===== src/logic/lpf_pkg.sv =====
// Constants shared by the long-packet radio FIFO core
package lpf_pkg;
    localparam int FIFO_DEPTH = 64;
    localparam int FIFO_AW = 6;
    localparam int CNT_W = 7;
    // Register byte offsets
    localparam logic [7:0] REG_CTRL = 8'h00;
    localparam logic [7:0] REG_THR = 8'h04;
    localparam logic [7:0] REG_IRQ_EN = 8'h08;
    localparam logic [7:0] REG_IRQ_STAT = 8'h0c;
    localparam logic [7:0] REG_PKT_LEN = 8'h10;
    localparam logic [7:0] REG_LEVEL = 8'h14;
    // Field positions
    localparam int CTRL_TX_START = 0;
    localparam int CTRL_RX_START = 1;
    localparam int THR_TX_LSB = 0;
    localparam int THR_RX_LSB = 8;
    localparam int IRQ_TX_AE = 0;
    localparam int IRQ_TX_SENT = 1;
    localparam int IRQ_RX_AF = 2;
    localparam int IRQ_RX_DONE = 3;
    localparam int LVL_TX_LSB = 0;
    localparam int LVL_RX_LSB = 8;
    localparam int LVL_TX_BUSY = 16;
    localparam int LVL_RX_BUSY = 17;
    // Reset values
    localparam logic [6:0] THR_TX_RST = 7'h20;
    localparam logic [6:0] THR_RX_RST = 7'h20;
    localparam logic [3:0] IRQ_EN_RST = 4'h0;
    localparam logic [15:0] PKT_LEN_RST = 16'h0040;
    // Serial commands, first byte of a frame
    localparam logic [7:0] CMD_TX_WRITE = 8'h66;
    localparam logic [7:0] CMD_RX_READ = 8'h77;
endpackage


===== src/logic/lpf_byte_fifo.sv =====
// 64-entry byte FIFO built from flip-flops
`timescale 1ns/1ps
`default_nettype none
module lpf_byte_fifo
    import lpf_pkg::*;
(
    // Clock and reset
    input wire logic clk_i,
    input wire logic rst_i,
    input wire logic flush_i,
    // Write side
    input wire logic push_i,
    input wire logic [7:0] din_i,
    // Read side
    input wire logic pop_i,
    output logic [7:0] dout_o,
    // Fill state
    output logic [lpf_pkg::CNT_W-1:0] count_o,
    output logic full_o,
    output logic empty_o
);
    logic [7:0] mem_r [FIFO_DEPTH];
    logic [FIFO_AW-1:0] wptr_r, wptr_nxt, rptr_r, rptr_nxt;
    logic [CNT_W-1:0] cnt_r, cnt_nxt;
    logic do_push, do_pop;

    assign full_o = (cnt_r == CNT_W'(FIFO_DEPTH));
    assign empty_o = (cnt_r == '0);
    assign count_o = cnt_r;
    assign dout_o = mem_r[rptr_r];
    // Pushes into a full FIFO are dropped
    assign do_push = push_i & ~full_o;
    assign do_pop = pop_i & ~empty_o;

    always_comb begin
        wptr_nxt = wptr_r + FIFO_AW'(do_push);
        rptr_nxt = rptr_r + FIFO_AW'(do_pop);
        cnt_nxt = cnt_r + CNT_W'(do_push) - CNT_W'(do_pop);
        if (flush_i) begin
            wptr_nxt = '0;
            rptr_nxt = '0;
            cnt_nxt = '0;
        end
    end

    always_ff @(posedge clk_i) begin
        if (rst_i) begin
            wptr_r <= '0;
            rptr_r <= '0;
            cnt_r <= '0;
        end else begin
            wptr_r <= wptr_nxt;
            rptr_r <= rptr_nxt;
            cnt_r <= cnt_nxt;
        end
    end

    for (genvar i = 0; i < FIFO_DEPTH; i++) begin : g_ent
        always_ff @(posedge clk_i) begin
            if (do_push && wptr_r == FIFO_AW'(i)) begin
                mem_r[i] <= din_i;
            end
        end
    end
endmodule
`default_nettype wire


===== src/logic/lpf_radio_core.sv =====
// Long-packet radio FIFO core: serial data port, register bus, interrupts
//
// The address map and the Wishbone interface to the registers were left to the implementer.
`timescale 1ns/1ps
`default_nettype none
module lpf_radio_core
    import lpf_pkg::*;
(
    // Clock and reset
    input wire logic clk_i,
    input wire logic rst_i,
    // Wishbone slave
    input wire logic wb_cyc_i,
    input wire logic wb_stb_i,
    input wire logic wb_we_i,
    input wire logic [7:0] wb_adr_i,
    input wire logic [3:0] wb_sel_i,
    input wire logic [31:0] wb_dat_i,
    output logic [31:0] wb_dat_o,
    output logic wb_ack_o,
    // Host serial port and pins
    input wire logic spi_sclk_i,
    input wire logic spi_mosi_i,
    input wire logic serial_chip_select_n_i,
    output logic spi_miso_o,
    output logic spi_miso_oe_o,
    input wire logic shutdown_input_i,
    output logic interrupt_request_n_o,
    // Modem byte streams
    output logic [7:0] tx_data_o,
    output logic tx_valid_o,
    input wire logic tx_ready_i,
    input wire logic [7:0] rx_data_i,
    input wire logic rx_valid_i
);
    import lpf_pkg::*;

    typedef enum logic [3:0] {
        SP_IDLE = 4'b0001,
        SP_CMD = 4'b0010,
        SP_WR = 4'b0100,
        SP_RD = 4'b1000
    } spi_st_e;

    // Pin synchronisers: {shutdown, cs_n, mosi, sclk}
    logic [3:0] sync1_r, sync2_r, sync3_r, pin_r, pin_nxt, agree;
    always_comb begin
        agree = ~(sync2_r ^ sync3_r);
        pin_nxt = (pin_r & ~agree) | (sync2_r & agree);
    end
    always_ff @(posedge clk_i) begin
        if (rst_i) begin
            sync1_r <= 4'h4;
            sync2_r <= 4'h4;
            sync3_r <= 4'h4;
            pin_r <= 4'h4;
        end else begin
            sync1_r <= {shutdown_input_i, serial_chip_select_n_i, spi_mosi_i, spi_sclk_i};
            sync2_r <= sync1_r;
            sync3_r <= sync2_r;
            pin_r <= pin_nxt;
        end
    end
    logic sclk_rise, sclk_fall, frame, shutdown_input;
    assign sclk_rise = pin_nxt[0] & ~pin_r[0];
    assign sclk_fall = ~pin_nxt[0] & pin_r[0];
    assign frame = ~pin_r[2];
    assign shutdown_input = pin_r[3];

    // FIFOs
    logic tx_push, tx_pop, tx_empty, rx_push, rx_pop, rx_empty;
    logic [7:0] tx_din, rx_dout;
    logic [CNT_W-1:0] tx_cnt, rx_cnt;
    lpf_byte_fifo u_tx_fifo (
        .clk_i(clk_i), .rst_i(rst_i), .flush_i(shutdown_input),
        .push_i(tx_push), .din_i(tx_din), .pop_i(tx_pop), .dout_o(tx_data_o),
        .count_o(tx_cnt), .full_o(), .empty_o(tx_empty)
    );
    lpf_byte_fifo u_rx_fifo (
        .clk_i(clk_i), .rst_i(rst_i), .flush_i(shutdown_input),
        .push_i(rx_push), .din_i(rx_data_i), .pop_i(rx_pop), .dout_o(rx_dout),
        .count_o(rx_cnt), .full_o(), .empty_o(rx_empty)
    );

    // Serial slave, mode 0, MSB first
    spi_st_e st_r, st_nxt;
    logic [2:0] bit_r, bit_nxt;
    logic [7:0] shin_r, shin_nxt, shout_r, shout_nxt, byte_in;
    logic hold_r, hold_nxt, pend_r, pend_nxt;
    always_comb begin
        st_nxt = st_r;
        bit_nxt = bit_r;
        shin_nxt = shin_r;
        shout_nxt = shout_r;
        hold_nxt = hold_r;
        pend_nxt = pend_r;
        tx_push = 1'b0;
        rx_pop = 1'b0;
        byte_in = {shin_r[6:0], pin_r[1]};
        tx_din = byte_in;
        if (!frame || shutdown_input) begin
            st_nxt = SP_IDLE;
            bit_nxt = '0;
            shout_nxt = '0;
            hold_nxt = 1'b0;
            pend_nxt = 1'b0;
        end else if (st_r == SP_IDLE) begin
            st_nxt = SP_CMD;
        end else if (sclk_rise) begin
            shin_nxt = byte_in;
            bit_nxt = bit_r + 3'h1;
            // pop once the host clocks its first bit
            if (st_r == SP_RD && bit_r == 3'h0 && pend_r) begin
                rx_pop = 1'b1;
                pend_nxt = 1'b0;
            end
            if (bit_r == 3'h7) begin
                unique case (st_r)
                    SP_CMD: begin
                        if (byte_in == CMD_TX_WRITE) begin
                            st_nxt = SP_WR;
                        end else if (byte_in == CMD_RX_READ) begin
                            st_nxt = SP_RD;
                        end
                    end
                    SP_WR: tx_push = 1'b1;
                    SP_RD: ;
                    SP_IDLE: ;
                endcase
                // Peek only: a frame cut after the last byte must lose nothing
                if ((st_r == SP_CMD && byte_in == CMD_RX_READ) || st_r == SP_RD) begin
                    shout_nxt = rx_empty ? 8'h00 : rx_dout;
                    pend_nxt = ~rx_empty;
                    hold_nxt = 1'b1;
                end
            end
        end else if (sclk_fall) begin
            if (hold_r) begin
                hold_nxt = 1'b0;
            end else begin
                shout_nxt = {shout_r[6:0], 1'b0};
            end
        end
    end
    always_ff @(posedge clk_i) begin
        if (rst_i) begin
            st_r <= SP_IDLE;
            bit_r <= '0;
            shin_r <= '0;
            shout_r <= '0;
            hold_r <= 1'b0;
            pend_r <= 1'b0;
        end else begin
            st_r <= st_nxt;
            bit_r <= bit_nxt;
            shin_r <= shin_nxt;
            shout_r <= shout_nxt;
            hold_r <= hold_nxt;
            pend_r <= pend_nxt;
        end
    end
    assign spi_miso_o = shout_r[7];
    assign spi_miso_oe_o = frame;

    // Registers and packet control
    logic ack_r, ack_nxt, wr, tx_act_r, tx_act_nxt, rx_act_r, rx_act_nxt;
    logic ae_prev_r, af_prev_r, ae_lvl, af_lvl, tx_done, rx_done;
    logic [31:0] dat_r, dat_nxt, wmask;
    logic [6:0] thr_tx_r, thr_tx_nxt, thr_rx_r, thr_rx_nxt;
    logic [3:0] en_r, en_nxt, stat_r, stat_nxt, ev;
    logic [15:0] len_r, len_nxt, txn_r, txn_nxt, rxn_r, rxn_nxt;
    logic [31:0] thr_w, len_w;

    assign wmask = {{8{wb_sel_i[3]}}, {8{wb_sel_i[2]}}, {8{wb_sel_i[1]}}, {8{wb_sel_i[0]}}};
    assign wr = wb_cyc_i & wb_stb_i & wb_we_i & ack_r;
    assign tx_valid_o = tx_act_r & ~tx_empty;
    assign tx_pop = tx_valid_o & tx_ready_i;
    assign rx_push = rx_act_r & rx_valid_i;
    assign tx_done = tx_pop & (txn_r + 16'h1 == len_r);
    assign rx_done = rx_push & (rxn_r + 16'h1 == len_r);
    assign ae_lvl = tx_cnt <= thr_tx_r;
    assign af_lvl = rx_cnt >= thr_rx_r;
    assign thr_w = (32'({thr_rx_r, 1'b0, thr_tx_r}) & ~wmask) | (wb_dat_i & wmask);
    assign len_w = (32'(len_r) & ~wmask) | (wb_dat_i & wmask);

    always_comb begin
        ev = '0;
        ev[IRQ_TX_AE] = tx_act_r & ae_lvl & ~ae_prev_r;
        ev[IRQ_TX_SENT] = tx_done;
        ev[IRQ_RX_AF] = rx_act_r & af_lvl & ~af_prev_r;
        ev[IRQ_RX_DONE] = rx_done;
        ack_nxt = wb_cyc_i & wb_stb_i & ~ack_r;
        thr_tx_nxt = thr_tx_r;
        thr_rx_nxt = thr_rx_r;
        en_nxt = en_r;
        len_nxt = len_r;
        stat_nxt = stat_r;
        tx_act_nxt = tx_act_r & ~tx_done;
        rx_act_nxt = rx_act_r & ~rx_done;
        txn_nxt = txn_r + 16'(tx_pop);
        rxn_nxt = rxn_r + 16'(rx_push);
        if (wr && wb_adr_i == REG_CTRL && wb_sel_i[0]) begin
            if (wb_dat_i[CTRL_TX_START]) begin
                tx_act_nxt = 1'b1;
                txn_nxt = '0;
            end
            if (wb_dat_i[CTRL_RX_START]) begin
                rx_act_nxt = 1'b1;
                rxn_nxt = '0;
            end
        end
        if (wr && wb_adr_i == REG_THR) begin
            thr_tx_nxt = thr_w[THR_TX_LSB +: 7];
            thr_rx_nxt = thr_w[THR_RX_LSB +: 7];
        end
        if (wr && wb_adr_i == REG_IRQ_EN && wb_sel_i[0]) begin
            en_nxt = wb_dat_i[3:0];
        end
        if (wr && wb_adr_i == REG_PKT_LEN) begin
            len_nxt = len_w[15:0];
        end
        // Write one to clear; a new event in the same cycle wins
        if (wr && wb_adr_i == REG_IRQ_STAT && wb_sel_i[0]) begin
            stat_nxt = stat_nxt & ~wb_dat_i[3:0];
        end
        stat_nxt = stat_nxt | ev;
        if (shutdown_input) begin
            tx_act_nxt = 1'b0;
            rx_act_nxt = 1'b0;
        end
        unique case (wb_adr_i)
            REG_THR: dat_nxt = 32'({thr_rx_r, 1'b0, thr_tx_r});
            REG_IRQ_EN: dat_nxt = 32'(en_r);
            REG_IRQ_STAT: dat_nxt = 32'(stat_r);
            REG_PKT_LEN: dat_nxt = 32'(len_r);
            REG_LEVEL: dat_nxt = 32'({rx_act_r, tx_act_r, 1'b0, rx_cnt, 1'b0, tx_cnt});
            default: dat_nxt = 32'h0000_0000;
        endcase
        if (!ack_nxt) begin
            dat_nxt = dat_r;
        end
    end
    always_ff @(posedge clk_i) begin
        if (rst_i) begin
            ack_r <= 1'b0;
            dat_r <= '0;
            thr_tx_r <= THR_TX_RST;
            thr_rx_r <= THR_RX_RST;
            en_r <= IRQ_EN_RST;
            len_r <= PKT_LEN_RST;
            stat_r <= '0;
            tx_act_r <= 1'b0;
            rx_act_r <= 1'b0;
            txn_r <= '0;
            rxn_r <= '0;
            ae_prev_r <= 1'b0;
            af_prev_r <= 1'b0;
        end else begin
            ack_r <= ack_nxt;
            dat_r <= dat_nxt;
            thr_tx_r <= thr_tx_nxt;
            thr_rx_r <= thr_rx_nxt;
            en_r <= en_nxt;
            len_r <= len_nxt;
            stat_r <= stat_nxt;
            tx_act_r <= tx_act_nxt;
            rx_act_r <= rx_act_nxt;
            txn_r <= txn_nxt;
            rxn_r <= rxn_nxt;
            ae_prev_r <= ae_lvl & tx_act_r;
            af_prev_r <= af_lvl & rx_act_r;
        end
    end
    assign wb_ack_o = ack_r;
    assign wb_dat_o = dat_r;
    // pin low while an enabled source pends
    assign interrupt_request_n_o = ~|(stat_r & en_r);
endmodule
`default_nettype wire


===== config.mk =====
export PLATFORM = sky130hd
export DESIGN_NAME = lpf_radio_core
export DESIGN_NICKNAME = d
export VERILOG_FILES = /design/src/logic/lpf_pkg.sv /design/src/logic/lpf_byte_fifo.sv /design/src/logic/lpf_radio_core.sv
export SDC_FILE = /design/constraint.sdc
export NUM_CORES = 1
export LEC_CHECK = 0
export BUFFER_PORTS_ARGS = -buffer_cell sky130_fd_sc_hd__buf_2
export CORE_ASPECT_RATIO = 0.8
export CORE_MARGIN = 3
export CORE_UTILIZATION = 37
export CTS_CLUSTER_DIAMETER = 80
export CTS_CLUSTER_SIZE = 16
export DETAILED_ROUTE_END_ITERATION = 10
export SKIP_CTS_REPAIR_TIMING = 1
export SYNTH_ARGS = -nofsm -noshare
export SYNTH_HDL_FRONTEND = slang
export SYNTH_SLANG_ARGS = --single-unit

===== constraint.sdc =====
create_clock -name clk_i -period 8.95 [get_ports clk_i]
set_clock_uncertainty 0.15 [all_clocks]
set_input_delay 1.3425 -clock clk_i [delete_from_list [all_inputs] [get_ports clk_i]]
set_output_delay 1.3425 -clock clk_i [all_outputs]
set_load 0.03 [all_outputs]

==> impl_metrics.env <==
export IMPL_status="completed"
export IMPL_critPathLaunchType="flip-flop"
export IMPL_synthSimpleGateAreaFrac_pct=6.826
export IMPL_grt_ovfl_total=0
export IMPL_nets=3044
export IMPL_synthArstFlopShare_pct=0
export IMPL_setup_viol=0
export IMPL_synthDominantCellAreaShare_pct=63.28
export IMPL_clockRootBuffer="clkbuf_16"
export IMPL_avgSynthCellArea_um2=16.85
export IMPL_synth_distinct_cells=78
export IMPL_post_place_ws_ps=3635
export IMPL_yosys_top_cells_area="edfxtp_1 63%, mux4_2 13%, dfxtp_1 7.0%"
export IMPL_fin_tns_setup_ps=0
export IMPL_critPathMaxStageDelay_ps=1010
export IMPL_ys_seq_elements=1195
export IMPL_critPathCaptureType="output pin"
export IMPL_fin_ws_ps=3118
export IMPL_p_leak_nw=16.72
export IMPL_yosys_warnings=0
export IMPL_post_drt_wl_per_cell_um=23.21
export IMPL_ctsHtreeMaxLevel=3
export IMPL_clk_latency_ps=700
export IMPL_die_x_um=411.2
export IMPL_crit_slowest_cell="dfxtp_4"
export IMPL_path_delay_family="multiplexers"
export IMPL_grt_pass1_wl_mm=164.1
export IMPL_power_density_mw_per_mm2=184.6
export IMPL_wl_mm=109.8
export IMPL_regArea_mm2=0.03420
export IMPL_synth_cells=2884
export IMPL_final_area_mm2=0.05321
export IMPL_worstSetupPathType="flip-flop to output pin"
export IMPL_fillers=11700
export IMPL_hold_class="flip-flop to flip-flop"
export IMPL_hold_ws_ps=269.0
export IMPL_post_route_drc_count=0
export IMPL_fmax_ghz=0.1715
export IMPL_portBuffers=75
export IMPL_cts_reportedPaths_clkPinSlew_ps=70
export IMPL_synth_area_mm2=0.04859
export IMPL_dp_hpwl_mm=67.39
export IMPL_yosysSeqAreaShare_pct=70.33
export IMPL_place_area_mm2=0.05070
export IMPL_die_area_mm2=0.1357
export IMPL_dr_pass1_iters=6
export IMPL_synth_area_leader_cell="edfxtp_1"
export IMPL_grt_pass1_vias=25010
export IMPL_clkSinkCount=1195
export IMPL_arrival_ps=4340
export IMPL_antenna_found_initial=4
export IMPL_synth_top_family_by_area="multiplexers"
export IMPL_synth_fa_ha_area_share_pct=1.391
export IMPL_via_per_inst=5.322
export IMPL_power_mw=9.822
export IMPL_detail_route_antenna_nets=0
export IMPL_multiInputGateArea_mm2=0.01349
export IMPL_synth_edf_count=1024
export IMPL_cap_violations=0
export IMPL_start_util_pct=37.40
export IMPL_ios=108
export IMPL_path_buf_inv=2
export IMPL_gp_congestion=0.8314
export IMPL_numPlacedInstances=4582
export IMPL_rsz0062_at_grt="no"
export IMPL_cts_tree="yes"
export IMPL_layout_drive_gt1_share_pct=17.04
export IMPL_cp_max_fo=49
export IMPL_die_h_um=330.1
export IMPL_drtIter0Drc=2480
export IMPL_ys_flop_type="edfxtp_1"
export IMPL_cts_buffers=85
export IMPL_synth_mux_area_share_pct=14.23
export IMPL_relSlewSlack_pct=21.81
export IMPL_synth_compound_area_share_pct=3.590
export IMPL_finalHoldViolCount=0
export IMPL_critPathMostFrequentCell="mux4_2"
export IMPL_vdd_drop_max_mv=0.1463
export IMPL_post_route_util_pct=40.96
export IMPL_rows=118
export IMPL_areaGrowthSynthToFinish_pct=9.512
export IMPL_grt_max_degree=79
export IMPL_fin_crit_sh_pct=65.16
export IMPL_num_vias=25170
export IMPL_required_ps=7460
export IMPL_final_cells=4729
export IMPL_drv_slew=0
export IMPL_crit_chain="buf_4 > mux4_2 > mux4_2 > nor2b_1 > a211oi_1 > a21oi_1 > buf_2"
export IMPL_fin_crit_ps=5832
export IMPL_coreArea_mm2=0.1299
export IMPL_cts_buffer_depth=3
export IMPL_track_usage_pct=16.06
export IMPL_synth_xor_area_share_pct=1.604
export IMPL_worstMarginPinSlew_ps=1173
==> per-layer routing <==
metal  vias up  wire length (µm)  global-route usage, %
met3       151              6940                  3.118
met4         0              2353                  3.830
met5         -                 0                      0
met1     12990             51090                  24.13
li1      11300                 -                      -
met2       731             49390                  24.09
==> power breakdown <==
group / switching (mW) / total [mW] / leakage, nW / internal [mW]
Sequential: 0.00210 / 5.99 / 10.7 / 5.99
Combinational: 0.0769 / 0.0914 / 4.80 / 0.0144
Clock: 1.92 / 3.74 / 1.19 / 1.82
==> state kept, by name (all words and copies together) (netlist names), 7 cells and up, named ones only <==
register           count
rxn_r                 16
shin_r                 7
shout_r                8
txn_r                 16
u_rx_fifo.count_o      7
u_rx_fifo.mem_r      512
u_tx_fifo.count_o      7
u_tx_fifo.mem_r      512
wb_dat_o              18
==> Yosys cell counts, types with 10 or more instances <==
library cell	instances
ha_1	50
a21oi_1	90
nand3_1	58
buf_2	30
edfxtp_1	1024
nor2b_1	23
xnor2_1	54
o22ai_1	14
a22oi_1	54
dfxtp_1	171
nor2_1	276
mux4_2	270
mux2i_1	59
clkbuf_1	86
or3_1	11
buf_1	22
and3_1	19
buf_4	19
nor3_1	19
nand2_1	222
inv_1	49
a22o_1	10
nand4_1	23
and2_1	23
o21ai_0	23
xor2_1	35
==> placed cells by master (no fill, tap or decap), drive strengths merged, types with 7 or more instances in the layout <==
cell type,synthesis,final
nand3,59,59
a31oi,7,7
and4,7,7
buf,78,109
o22ai,14,14
nand2b,9,9
o21ai,23,23
clkinv,1,7
nor2,276,276
nor2b,23,23
or3,12,12
or2,7,7
dfxtp,171,171
ha,50,50
clkbuf,86,135
a21oi,90,90
and3,19,19
mux4,278,278
and2,23,23
xor2,35,35
edfxtp,1024,1024
nor3,19,19
nand2,222,222
inv,50,53
a22oi,54,54
conb,1,14
xnor2,54,54
nor3b,7,7
mux2i,59,59
a211oi,7,7
a32o,8,8
nand4,23,23
a22o,10,10
==> logic make-up after synthesis <==
kind of cell | count (synthesis)
XOR/XNOR | 89
adder cells (fa/ha/maj) | 53
buffers and inverters | 215
other | 1
AO/OA/AOI/OAI | 262
multiplexers | 340
AND/OR/NAND/NOR | 729
flip-flops | 1195
==> cell type report <==
class | instances | area share, %
sequential | 1195 | 64.27
tap | 1740 | 4.091
clock buffer | 135 | 4.390
antenna | 2 | 0.009406
multi-input combinational | 1487 | 25.35
timing repair buffer | 109 | 1.209
inverter | 51 | 0.3598
clock inverter | 10 | 0.3221
==> worst paths after layout <==
path | slack, ps | from | cells past startpoint | to
worst max-delay path | 3120 | u_tx_fifo.rptr_r[0]$_SDFF_PP0_ | 7 | tx_data_o[5]
worst min-delay path | 270 | sync1_r[2]$_SDFF_PP1_ | 1 | sync2_r[2]$_SDFF_PP1_
worst max register to register | 5040 | sync2_r[0]$_SDFF_PP0_ | 7 | u_tx_fifo.mem_r[59][6]$_DFFE_PP_
worst min register to register | 270 | sync1_r[2]$_SDFF_PP1_ | 1 | sync2_r[2]$_SDFF_PP1_
==> worst register-to-register path, stage by stage (launching register included) <==
cell	delay (ps)
dfxtp_1	330
maj3_1	200
ha_1	310
nand3_2	300
or3_4	530
nor3b_1	410
nand3_1	400
nor2_1	910
No activity file was read; power rests on OpenSTA's default activity.
